File: config.mk
export PLATFORM = sky130hd
export DESIGN_NAME = desc_check
export DESIGN_NICKNAME = d
export VERILOG_FILES = /design/src/desc_check_pkg.sv /design/src/desc_check.sv
export SDC_FILE = /design/constraint.sdc
export NUM_CORES = 1
export LEC_CHECK = 0
export ABC_AREA = 1
export BUFFER_PORTS_ARGS = -buffer_cell sky130_fd_sc_hd__buf_2
export CAP_MARGIN = 20
export CORE_AREA = 2 2 227 229
export CTS_CLUSTER_SIZE = 28
export DETAILED_ROUTE_END_ITERATION = 6
export DIE_AREA = 0 0 229 231
export GPL_TIMING_DRIVEN = 0
export SYNTH_ARGS = -nofsm -noshare
export SYNTH_HDL_FRONTEND = slang
export SYNTH_SLANG_ARGS = --single-unit
File: constraint.sdc
create_clock -name CLK -period 19.95 [get_ports CLK]
set_input_delay 1.995 -clock CLK [delete_from_list [all_inputs] [get_ports CLK]]
set_output_delay 1.995 -clock CLK [all_outputs]
set_load 0.03 [all_outputs]
File: src/desc_check_pkg.sv
// shared constants and carriers for the long-mode descriptor checker
package desc_check_pkg;
	localparam logic [3:0] TY_ILL0 = 4'h0;
	localparam logic [3:0] TY_ILL1 = 4'h1;
	localparam logic [3:0] TY_LOCAL = 4'h2;
	localparam logic [3:0] TY_ILL3 = 4'h3;
	localparam logic [3:0] TY_TASK_AVAIL = 4'h9;
	localparam logic [3:0] TY_TASK_BUSY = 4'hB;
	localparam logic [3:0] TY_CALL = 4'hC;
	localparam logic [3:0] TY_ILLD = 4'hD;
	localparam logic [3:0] TY_INTR = 4'hE;
	localparam logic [3:0] TY_TRAP = 4'hF;
	localparam logic [3:0] TY_LEG_LO = 4'h4;
	localparam logic [3:0] TY_LEG_HI = 4'h7;
	// field positions inside the 128-bit expanded descriptor
	localparam int TYPE_LSB = 40;
	localparam int S_BIT = 44;
	localparam int UPPER_LSB = 104;
	localparam int UPPER_MSB = 108;
	localparam int IDX_LSB = 32;
	localparam int LIM_HI_LSB = 48;
	localparam int GRAN_BIT = 55;
	localparam int SEL_LSB = 16;
	localparam int VA_BITS = 48;
	localparam int VEC_SHIFT = 4;
	// register offsets
	localparam logic [3:0] A_CTRL = 4'h0;
	localparam logic [3:0] A_D0 = 4'h1;
	localparam logic [3:0] A_D1 = 4'h2;
	localparam logic [3:0] A_D2 = 4'h3;
	localparam logic [3:0] A_D3 = 4'h4;
	localparam logic [3:0] A_AUX = 4'h5;
	localparam logic [3:0] A_STAT = 4'h6;
	localparam logic [3:0] A_OFF_LO = 4'h7;
	localparam logic [3:0] A_OFF_HI = 4'h8;
	localparam logic [3:0] A_VTA_LO = 4'h9;
	localparam logic [3:0] A_VTA_HI = 4'hA;
	localparam logic [3:0] A_VTB_LO = 4'hB;
	localparam logic [3:0] A_VTB_HI = 4'hC;
	localparam logic [3:0] A_LIMIT = 4'hD;
	localparam logic [31:0] BAD_ADDR = 32'hDEAD_0000;
	typedef enum logic [1:0] {K_SYSTEM, K_GATE, K_LEGACY} kind_e;
	typedef struct packed {
		logic [3:0] addr;
		logic [31:0] wdata;
		logic wr;
		logic rd;
	} bus_req_s;
	typedef struct packed {
		logic fault;
		logic [15:0] code;
		logic [2:0] stack_index;
		logic stack_switch;
		logic [3:0] dtype;
		logic done;
	} result_s;
endpackage

File: src/desc_check.sv
// long-mode system and gate descriptor checker with register port
//
// Design decisions made here: the register offsets and strobed register access.
`timescale 1ns/100ps
module desc_check
	import desc_check_pkg::*;
#(
	parameter int VA_W = VA_BITS
) (
	input wire logic CLK,
	input wire logic RST_N,
	input wire logic [3:0] ADDR,
	input wire logic [31:0] WDATA,
	input wire logic WR,
	input wire logic RD,
	output logic [31:0] RDATA,
	output logic FAULT,
	output logic [15:0] FAULT_CODE,
	output logic DONE
);
	// ctrl: [0] go, [2:1] kind, [3] long mode, [4] 64-bit sub-mode,
	// [5] target cs long flag, [6] target cs default-size flag
	// aux: [15:0] selector, [23:16] vector, [31:24] access offset
	localparam int C_GO = 0;
	localparam int C_KIND = 1;
	localparam int C_LONG = 3;
	localparam int C_SUB64 = 4;
	localparam int C_CSL = 5;
	localparam int C_CSD = 6;
	localparam int X_VEC = 16;
	localparam int X_OFS = 24;
	localparam logic [31:0] LIM_ONE = 32'h0000_0001;

	typedef struct packed {
		logic [1:0] rst_sync;
		logic [6:0] ctrl;
		logic [127:0] desc;
		logic [31:0] aux;
		result_s res;
		logic [63:0] offset;
		logic [63:0] vt_addr;
		logic [63:0] vt_base;
		logic [31:0] limit;
		logic [31:0] rdata;
	} state_s;

	state_s q, d;
	logic rst_n_int;
	bus_req_s bus;
	logic [1:0] rs_q;

	function automatic logic canonical(input logic [63:0] a);
		logic [63:0] ext;
		ext = {{(64 - VA_W){a[VA_W-1]}}, a[VA_W-1:0]};
		return ext == a;
	endfunction

	function automatic logic is_legacy_gate(input logic [3:0] t);
		return t >= TY_LEG_LO && t <= TY_LEG_HI;
	endfunction

	always_ff @(posedge CLK or negedge RST_N) begin
		if (!RST_N)
			rs_q <= 2'h0;
		else
			rs_q <= {rs_q[0], 1'b1};
	end
	assign rst_n_int = rs_q[1];
	assign bus = '{addr: ADDR, wdata: WDATA, wr: WR, rd: RD};

	always_comb begin
		logic [3:0] ty;
		logic long_m;
		logic wide;
		logic [63:0] base;
		logic [31:0] lim;
		logic up_zero;
		logic bad;
		logic [15:0] code;
		kind_e kind;
		d = q;
		d.rst_sync = 2'h0;
		d.res.done = 1'b0;
		ty = q.desc[TYPE_LSB +: 4];
		long_m = q.ctrl[C_LONG];
		kind = kind_e'(q.ctrl[C_KIND +: 2]);
		up_zero = q.desc[UPPER_MSB:UPPER_LSB] == 5'h00;
		bad = 1'b0;
		code = 16'h0000;
		base = 64'h0;
		lim = 32'h0;
		wide = 1'b0;
		if (bus.wr) begin
			if (bus.addr == A_CTRL)
				d.ctrl = bus.wdata[6:0];
			else if (bus.addr == A_D0)
				d.desc[31:0] = bus.wdata;
			else if (bus.addr == A_D1)
				d.desc[63:32] = bus.wdata;
			else if (bus.addr == A_D2)
				d.desc[95:64] = bus.wdata;
			else if (bus.addr == A_D3)
				d.desc[127:96] = bus.wdata;
			else if (bus.addr == A_AUX)
				d.aux = bus.wdata;
			else if (bus.addr == A_VTB_LO)
				d.vt_base[31:0] = bus.wdata;
			else if (bus.addr == A_VTB_HI)
				d.vt_base[63:32] = bus.wdata;
		end
		if (q.ctrl[C_GO]) begin
			// a go written in this very cycle must survive the clear
			if (!(bus.wr && bus.addr == A_CTRL))
				d.ctrl[C_GO] = 1'b0;
			d.res.done = 1'b1;
			d.res.dtype = ty;
			d.res.stack_index = 3'h0;
			d.res.stack_switch = 1'b0;
			// system descriptors are expanded only in 64-bit sub-mode
			wide = long_m && q.ctrl[C_SUB64];
			if (kind == K_GATE && long_m) begin
				// gates are always 128 bits wide in long mode
				d.offset = {q.desc[95:64], q.desc[63:48], q.desc[15:0]};
				if (q.desc[S_BIT] || is_legacy_gate(ty) ||
						!(ty == TY_CALL || ty == TY_INTR ||
						ty == TY_TRAP)) begin
					bad = 1'b1;
					code = q.aux[15:0];
				end else if (!canonical(d.offset)) begin
					bad = 1'b1;
					code = 16'h0000;
				end else if (!q.ctrl[C_CSL] || q.ctrl[C_CSD]) begin
					bad = 1'b1;
					if (ty == TY_CALL)
						code = q.desc[SEL_LSB +: 16];
					else
						code = {8'h00, q.aux[X_VEC +: 8]};
				end else if (ty != TY_CALL) begin
					// count field of call gates is never read
					d.res.stack_index = q.desc[IDX_LSB +: 3];
					d.res.stack_switch = q.desc[IDX_LSB +: 3] == 3'h0;
					d.vt_addr = q.vt_base +
						{52'h0, q.aux[X_VEC +: 8], 4'h0};
				end
			end else if (kind == K_SYSTEM) begin
				if (q.desc[S_BIT] || ty == TY_ILL0 || ty == TY_ILL1 ||
						ty == TY_ILL3 || ty == TY_ILLD ||
						(long_m && !(ty == TY_LOCAL ||
						ty == TY_TASK_AVAIL ||
						ty == TY_TASK_BUSY))) begin
					bad = 1'b1;
					code = q.aux[15:0];
				end else begin
					base = {32'h0, q.desc[63:56], q.desc[39:16]};
					if (wide) begin
						base[63:32] = q.desc[95:64];
						if (!up_zero || !canonical(base)) begin
							bad = 1'b1;
							code = q.aux[15:0];
						end
					end
					lim = {12'h000, q.desc[LIM_HI_LSB +: 4],
						q.desc[15:0]};
					if (q.desc[GRAN_BIT])
						lim = {lim[19:0], 12'hFFF};
					d.limit = lim;
					// access at offset must fit inside the limit
					if (!bad && ({24'h0, q.aux[X_OFS +: 8]} > lim)) begin
						bad = 1'b1;
						code = q.aux[15:0];
					end
				end
			end else begin
				// high dword of an upper half read as a legacy descriptor;
				// zero S and type is always illegal there
				if (!q.desc[S_BIT] && (ty == TY_ILL0 ||
						(long_m && is_legacy_gate(ty)))) begin
					bad = 1'b1;
					code = q.aux[15:0];
				end
			end
			d.res.fault = bad;
			d.res.code = code;
		end
		d.rdata = 32'h0000_0000;
		if (bus.rd) begin
			if (bus.addr == A_CTRL)
				d.rdata = {25'h0, q.ctrl};
			else if (bus.addr == A_D0)
				d.rdata = q.desc[31:0];
			else if (bus.addr == A_D1)
				d.rdata = q.desc[63:32];
			else if (bus.addr == A_D2)
				d.rdata = q.desc[95:64];
			else if (bus.addr == A_D3)
				d.rdata = q.desc[127:96];
			else if (bus.addr == A_AUX)
				d.rdata = q.aux;
			else if (bus.addr == A_STAT)
				d.rdata = {q.res.dtype, q.res.stack_switch,
					q.res.stack_index, 7'h00, q.res.fault, q.res.code};
			else if (bus.addr == A_OFF_LO)
				d.rdata = q.offset[31:0];
			else if (bus.addr == A_OFF_HI)
				d.rdata = q.offset[63:32];
			else if (bus.addr == A_VTA_LO)
				d.rdata = q.vt_addr[31:0];
			else if (bus.addr == A_VTA_HI)
				d.rdata = q.vt_addr[63:32];
			else if (bus.addr == A_VTB_LO)
				d.rdata = q.vt_base[31:0];
			else if (bus.addr == A_VTB_HI)
				d.rdata = q.vt_base[63:32];
			else if (bus.addr == A_LIMIT)
				d.rdata = q.limit;
			else
				d.rdata = BAD_ADDR;
		end
	end

	always_ff @(posedge CLK or negedge rst_n_int) begin
		if (!rst_n_int)
			q <= '0;
		else
			q <= d;
	end

	assign RDATA = q.rdata;
	assign FAULT = q.res.fault;
	assign FAULT_CODE = q.res.code;
	assign DONE = q.res.done;
endmodule

After elaboration in Yosys (flattened, before gate mapping)

Index checks and enable logic that the tools add are counted.

Register bits after elaboration: 451
Latch bits: 0
Bits in writable memories: 0
ROM bits: 0
Input port bits: 40
Output and inout port bits: 50
Logic and storage cells: 178
Memories: 0

Add/subtract/negate cells: 1
Multiply operators: 0
Divide/modulo/power cells: 0
$lt $le $gt $ge: 3
Eq/ne operators: 25
Shifts and indexed selects: 0
Multiplexer cells: 73
Bitwise operators: 11
Reduce and logical (&&, ||, !) cells: 45

Operators with widths:

| operator                                       | count |
|---|---|
| two-way mux 32 bit                             | 30 |
| two-way mux 64 bit                             | 5 |
| two-way mux 16 bit                             | 11 |
| two-way mux 161 bit                            | 1 |
| two-way mux 160 bit                            | 1 |
| two-way mux 129 bit                            | 1 |
| two-way mux 128 bit                            | 1 |
| two-way mux 96 bit                             | 1 |
| adder 64 x 12 -> 64 bit                        | 1 |
| == test 4 bit (second input constant)          | 12 |
| > comparator 8 x 32 -> 1 bit                   | 1 |
| two-way mux 4 bit                              | 5 |
| two-way mux 1 bit                              | 17 |
| == test 16 bit                                 | 1 |
| == test 4 x 2 -> 1 bit (second input constant) | 4 |
| == test 4 x 3 -> 1 bit (second input constant) | 4 |
| logical OR 1 bit                               | 14 |
| AND reduction 6 bit                            | 2 |
| inverter 1 bit                                 | 11 |
| AND reduction 9 bit                            | 1 |
| == test 4 x 1 -> 1 bit (second input constant) | 2 |
| logical AND 1 bit                              | 8 |
| zero test 4 bit                                | 2 |
| AND reduction 4 bit                            | 2 |
| other kinds (13)                               | 20 |

Longest topological paths before layout

Gate-level depths: netlist (run 1).

Depth in word-level cells: 16
Depth in mapped cells: 14
Gate-level depth less buffers: 14

Least setup slack after synthesis (run 1)

OpenSTA, ideal clock, no wires.

Path kind: in2reg
Start: input port ADDR[2]
End: register q, in the netlist RDATA[29]
Setup time: 0.121 ns
Arrival: 3.216 ns
Required time: 19.829 ns
Slack: 16.613 ns
Stages on the path: 11
Path buffers: 2
Cell sequence: inv_1 nor2_1 inv_1 nor2_1 inv_1 buf_2 buf_2 o22ai_1 nor2_1 a21oi_1 nor2_1

RTL lines:

| element              | RTL line          | text |
|---|---|---|
| from (decl)          | desc_check.sv:12  | `input wire logic [3:0] ADDR,` |
| to (signal assigned) | desc_check.sv:223 | `q <= '0;` |
| to (signal assigned) | desc_check.sv:225 | `q <= d;` |
| to (decl)            | desc_check.sv:47  | `state_s q, d;` |

==> results of run 1 <==
## synth_stat cells (all sizes together)
cell,number,area [µm²]
a21boi,1,7.51
a21o,1,7.51
a21oi,97,485
a221oi,4,35.0
a22oi,1,7.51
a31oi,3,18.8
and3,5,31.3
buf,76,507
clkbuf,113,425
clkinv,3,11.3
conb,1,3.75
dfrtp,451,11300
fa,1,20.0
ha,16,200
inv,298,1120
nand2,953,3580
nand3,104,526
nand3b,7,52.6
nand4,51,319
nor2,230,876
nor3,30,165
nor4,13,81.3
o2111ai,3,26.3
o211ai,15,113
o21a,1,7.51
o21ai,436,2180
o21bai,1,7.51
o221ai,7,61.3
o22ai,40,250
o31ai,7,52.6
or2,33,206
xnor2,12,105
xor2,34,298
## flip-flops by register name (all words and copies together), names as in the netlist
register,count
FAULT_CODE,16
rs_q,2
q,399
RDATA,32
DONE,1
FAULT,1
## cell type report
| type | count | share of cell area, % |
|---|---|---|
| sequential | 451 | 43.1 |
| multi-input combinational | 2107 | 37.1 |
| tap | 680 | 3.25 |
| inverter | 301 | 4.31 |
| timing repair buffer | 95 | 2.41 |
| buffer | 189 | 3.56 |
| clock inverter | 18 | 0.616 |
| antenna | 2 | 0.0191 |
| clock buffer | 74 | 5.66 |
## metal layers
layer | GRT usage [%] | vias to the layer above | wire (µm)
met5 | 0 | - | 0
met4 | 15.0 | 0 | 4470
met3 | 8.57 | 211 | 11000
met2 | 55.7 | 1298 | 42600
met1 | 54.1 | 11200 | 42500
li1 | - | 10100 | -
## layout by cell type (no fill, tap or decap), types with 4 or more instances in the layout
cell type	synthesis	layout
o221ai_1	7	7
a21oi_1	97	97
dfrtp_1	451	450
or2_2	33	33
nand4_1	51	51
xnor2_1	12	12
buf_2	18	106
nor2_2	5	5
xor2_1	34	34
a221oi_1	4	4
nor2_1	225	225
o22ai_1	40	40
nor4_1	13	13
buf_4	53	53
ha_1	16	16
clkbuf_8	0	10
inv_1	296	296
clkbuf_16	0	52
nand2_1	950	950
o31ai_1	7	7
nor3_1	27	27
nand3_1	103	103
o211ai_1	15	15
clkbuf_1	112	124
buf_16	0	7
nand3b_1	7	7
clkinv_2	0	12
o21ai_0	436	436
buf_1	5	5
and3_1	5	5
## final timing paths
path	start	to	slack, ps	depth (start not counted)
max	ADDR[1]	RDATA[21]$_DFF_PN0_	15970	12
min	rs_q[0]$_DFF_PN0_	rs_q[1]$_DFF_PN0_	340	0
max reg2reg	q[298]$_DFFE_PN0P_	q[160]$_DFFE_PN0P_	16120	14
min reg2reg	rs_q[0]$_DFF_PN0_	rs_q[1]$_DFF_PN0_	340	0
max in group asynchronous	rs_q[1]$_DFF_PN0_	RDATA[11]$_DFF_PN0_	18360	2
min in group asynchronous	rs_q[1]$_DFF_PN0_	q[118]$_DFFE_PN0P_	390	0
## critical path: stages
cell and delay (ps):
buf_2 150, inv_1 100, nand2_1 150, inv_1 70, nand2_1 170, clkbuf_1 600
nand2_1 320, nor2_1 190, o2111ai_1 190, o21ai_0 200, a21oi_1 170, nor2_1 190
## power breakdown
part	leakage [µW]	total, µW	internal (µW)	switching, µW
clock network	0.000818	946	541	405
logic	0.00630	508	161	347
registers	0.00586	1210	1040	170
## metrics by stage
stage / util, % / cells
final: 51.7 / 3917
after global placement: 48.1 / 3816
after global routing: 51.7 / 3915
after floorplan: - / 3048
after detailed placement: 48.5 / 3823
after CTS: 51.7 / 3915
## logic make-up after synthesis
family | synth area share, %
XOR/XNOR | 1.75
AND/OR/NAND/NOR | 25.3
adder cells (fa/ha/maj) | 0.954
other | 0.0162
buffers and inverters | 8.93
flip-flops | 48.9
AO/OA/AOI/OAI | 14.1
==> flow_metrics.tcl, run 1 <==
set metrics [dict create \
    power.density_nw_per_um2 102 \
    status "complete, but fails checks" \
    wire_per_inst_um 25.7 \
    cts-resized-gates 0 \
    avgSynthCellArea_um2 7.57 \
    fin_nets 3253 \
    worstPathArrival_ps 4500 \
    seq_area_frac_synth_pct 48.9 \
    vias_per_cell 5.82 \
    dieWidth_um 229 \
    multi_input_area_um2 9730 \
    violations "design-rule violations" \
    p_leak_uw 0.0130 \
    setup_slack_ps 15970 \
    start_util_pct 45.5 \
    io_buffers 88 \
    die_h_um 231 \
    pre_cts_ws_ps 15470 \
    path_clk_slew_ps 60 \
    fill_cells 5129 \
    hold_viol 0 \
    antenna_found_initial 1 \
    hold_buffers 0 \
    worst_pin_slew_ps 1140 \
    drcViolationCount 1 \
    cts_buffers 51 \
    yosys_warnings 0 \
    overflow 0 \
    die_area_um2 52900 \
    fin_crit_ps 3980 \
    post-dp-hpwl_um 79600 \
    grt_max_degree 68 \
    clock_latency_ps 610 \
    setup_viol 0 \
    drive_gt1_share_pct 9.12 \
    finClkSkew_ps 16.3 \
    critical_path_class "input pin to flip-flop" \
    ff_latch_area_um2 11300 \
    fin_setup_tns_ps 0 \
    cp.required_ps 20470 \
    postPlaceCellArea_um2 24600 \
    slew_headroom_pct 23.3 \
    synth_fp_nets 3105 \
    ant_nets 0 \
    fmax_mhz 251 \
    track_usage_pct 37.8 \
    drv_slew 0 \
    syn_area_um2 23100 \
    vias 22800 \
    power_uw 2660 \
    cts_max_path_buffers 3 \
    htreeDepth 2 \
    hold_ws_ps 341 \
    grt_pass1_wl_um 145000 \
    cts_root_buf "clkbuf_16" \
    vdd_ir_drop_max_mv 0.0791 \
    cp-end-kind "flip-flop" \
    cts_tree "done" \
    num_io_pins 90 \
    crit_fanout 10 \
    critPathLaunchType "input pin" \
    synth_cells 3048 \
    post_cts_buffers 0 \
    hold_class "flip-flop to flip-flop" \
    core-area_um2 50700 \
    wl_um 101000 \
    drt-initial-drc-count 3056 \
    synth.distinct_cells 41 \
    rsz0062_at_grt "no" \
    drv_cap 0 \
    numClockSinks 451 \
    ys_ff_latch 451 \
    grt_pass1_vias 21200 \
    first_pass_iters 7 \
    fin_crit_sh_pct 20.0 \
    rows 83 \
    fin_area_um2 26200 \
    globalplace.congestion 0.998 \
    area_growth_pct 13.6 \
]
No activity file was read; power rests on OpenSTA's default activity.
==> run 2, diff against run 1 <==
==> constraint.sdc (replaced) <==
create_clock -name CLK -period 3.9 [get_ports CLK]
set_input_delay 0.39 -clock CLK [delete_from_list [all_inputs] [get_ports CLK]]
set_output_delay 0.39 -clock CLK [all_outputs]
set_load 0.03 [all_outputs]
==> flow_metrics.tcl, run 2 (same netlist as run 1, synthesis figures left out) <==
set metrics [dict create \
    ant_nets 0 \
    core-area_um2 50700 \
    crit_fanout 5 \
    track_usage_pct 38.0 \
    setup_slack_ps 288 \
    rows 83 \
    setup_viol 0 \
    num_io_pins 90 \
    wire_per_inst_um 25.8 \
    status "finished, final reports clean" \
    first_pass_iters 7 \
    critPathLaunchType "flip-flop" \
    finClkSkew_ps 14.5 \
    wl_met1_um 42100 \
    post-dp-hpwl_um 79900 \
    io_buffers 88 \
    slew_headroom_pct 29.0 \
    route.met2.wl_um 42600 \
    overflow 0 \
    drv_slew 0 \
    numClockSinks 451 \
    die_area_um2 52900 \
    antenna_found_initial 1 \
    cts_root_buf "clkbuf_16" \
    fin_crit_ps 3610 \
    cts_max_path_buffers 3 \
    postPlaceCellArea_um2 24600 \
    globalplace.congestion 1.01 \
    fmax_mhz 277 \
    drt-initial-drc-count 3184 \
    grt_pass1_wl_um 145000 \
    p_leak_uw 0.0131 \
    worstPathArrival_ps 4130 \
    final_core_util_pct 52.1 \
    cp-end-kind "flip-flop" \
    pre_cts_ws_ps 215 \
    grt_max_degree 72 \
    cts_tree "done" \
    fin_crit_sh_pct 92.6 \
    drcViolationCount 0 \
    rsz0062_at_grt "no" \
    dieWidth_um 229 \
    power_uw 14100 \
    cts_buffers 51 \
    path_clk_slew_ps 60 \
    area_growth_pct 14.3 \
    drv_cap 0 \
    antenna_cells 0 \
    top_layer "met5" \
    fin_setup_tns_ps 0 \
    hold_class "input pin to asynchronous set/reset pin" \
    met3RoutedLength_um 11500 \
    fin_area_um2 26400 \
    htreeDepth 2 \
    clock_latency_ps 600 \
    top_register "q" \
    layout_common_cells "950 x nand2_1, 450 x dfrtp_1, 436 x o21ai_0, 296 x inv_1, 225 x nor2_1" \
    critical_path_class "flip-flop to flip-flop" \
    hold_viol 0 \
    vias 22900 \
    grt_pass1_vias 21000 \
    fin_nets 3254 \
    start_util_pct 45.5 \
    worst_pin_slew_ps 1060 \
    cp.required_ps 4420 \
    largest_reg_flops 399 \
    vdd_ir_drop_max_mv 0.345 \
    power.density_nw_per_um2 533 \
    vias_per_cell 5.85 \
    final_common_cell "nand2_1" \
    drive_gt1_share_pct 9.33 \
    wl_um 101000 \
    die_h_um 231 \
]
==> run 2: report_power, final <==
| part | total [µW] | internal, µW | switching (µW) | leakage [µW] |
|---|---|---|---|---|
| clock network | 5290 | 3200 | 2090 | 0.000894 |
| registers | 6170 | 5320 | 842 | 0.00586 |
| logic | 2610 | 825 | 1780 | 0.00631 |
==> run 2: final cells by class <==
type	instances	area (µm²)
clock inverters	24	358
flip-flops and latches	451	11300
clock buffers	68	1450
well taps	680	851
fillers	5098	24300
multi-input cells	2107	9730
inverters	301	1130
repair buffers	96	643
plain buffers	189	932
==> run 2: critical path, stage by stage (launching register included) <==
cell     delay (ps)
dfrtp_1         630
ha_1            340
inv_1           120
fa_1            420
inv_1           190
nand3_1          90
nand2_1         280
nand2_1         140
a21oi_2         320
inv_1           110
nor2_1          290
nand2_1         190
xor2_1          260
nand2_1          70
o21ai_0          70
==> run 2: repair_timing <==
| item | 4_1_cts | 5_1_grt |
|---|---|---|
| setup endpoints to repair | 0 | 1 |
| buffers inserted | 0 | 0 |
| hold endpoints to repair | 2 | 0 |
| gates resized for setup | 0 | 1 |
| hold buffers | 1 | 0 |
==> run 2: worst paths after layout <==
check | to | from | slack (ps) | cells past startpoint
setup / recovery | q[160]$_DFFE_PN0P_ | q[298]$_DFFE_PN0P_ | 290 | 14
hold / removal | rs_q[1]$_DFF_PN0_ | RST_N | 90 | 2
setup reg to reg | q[160]$_DFFE_PN0P_ | q[298]$_DFFE_PN0P_ | 290 | 14
hold reg to reg | q[118]$_DFFE_PN0P_ | rs_q[1]$_DFF_PN0_ | 150 | 0
max in group asynchronous | RDATA[5]$_DFF_PN0_ | rs_q[1]$_DFF_PN0_ | 2760 | 2
min in group CLK | RDATA[2]$_DFF_PN0_ | RD | 100 | 3
==> run 2: layer usage <==
layer / vias up / global-route usage (%)
met5: - / 0
met4: 2 / 15.1
met3: 223 / 8.72
met2: 1290 / 55.2
met1: 11300 / 54.7
li1: 10100 / -
==> run 2: metrics by stage <==
step | instances | hold slack (ps)
floorplan | 3048 | 94.4
global placement | 3816 | 175
detailed placement | 3823 | 146
CTS | 3916 | 72.5
global route | 3916 | 105
finish | 3916 | 93.3
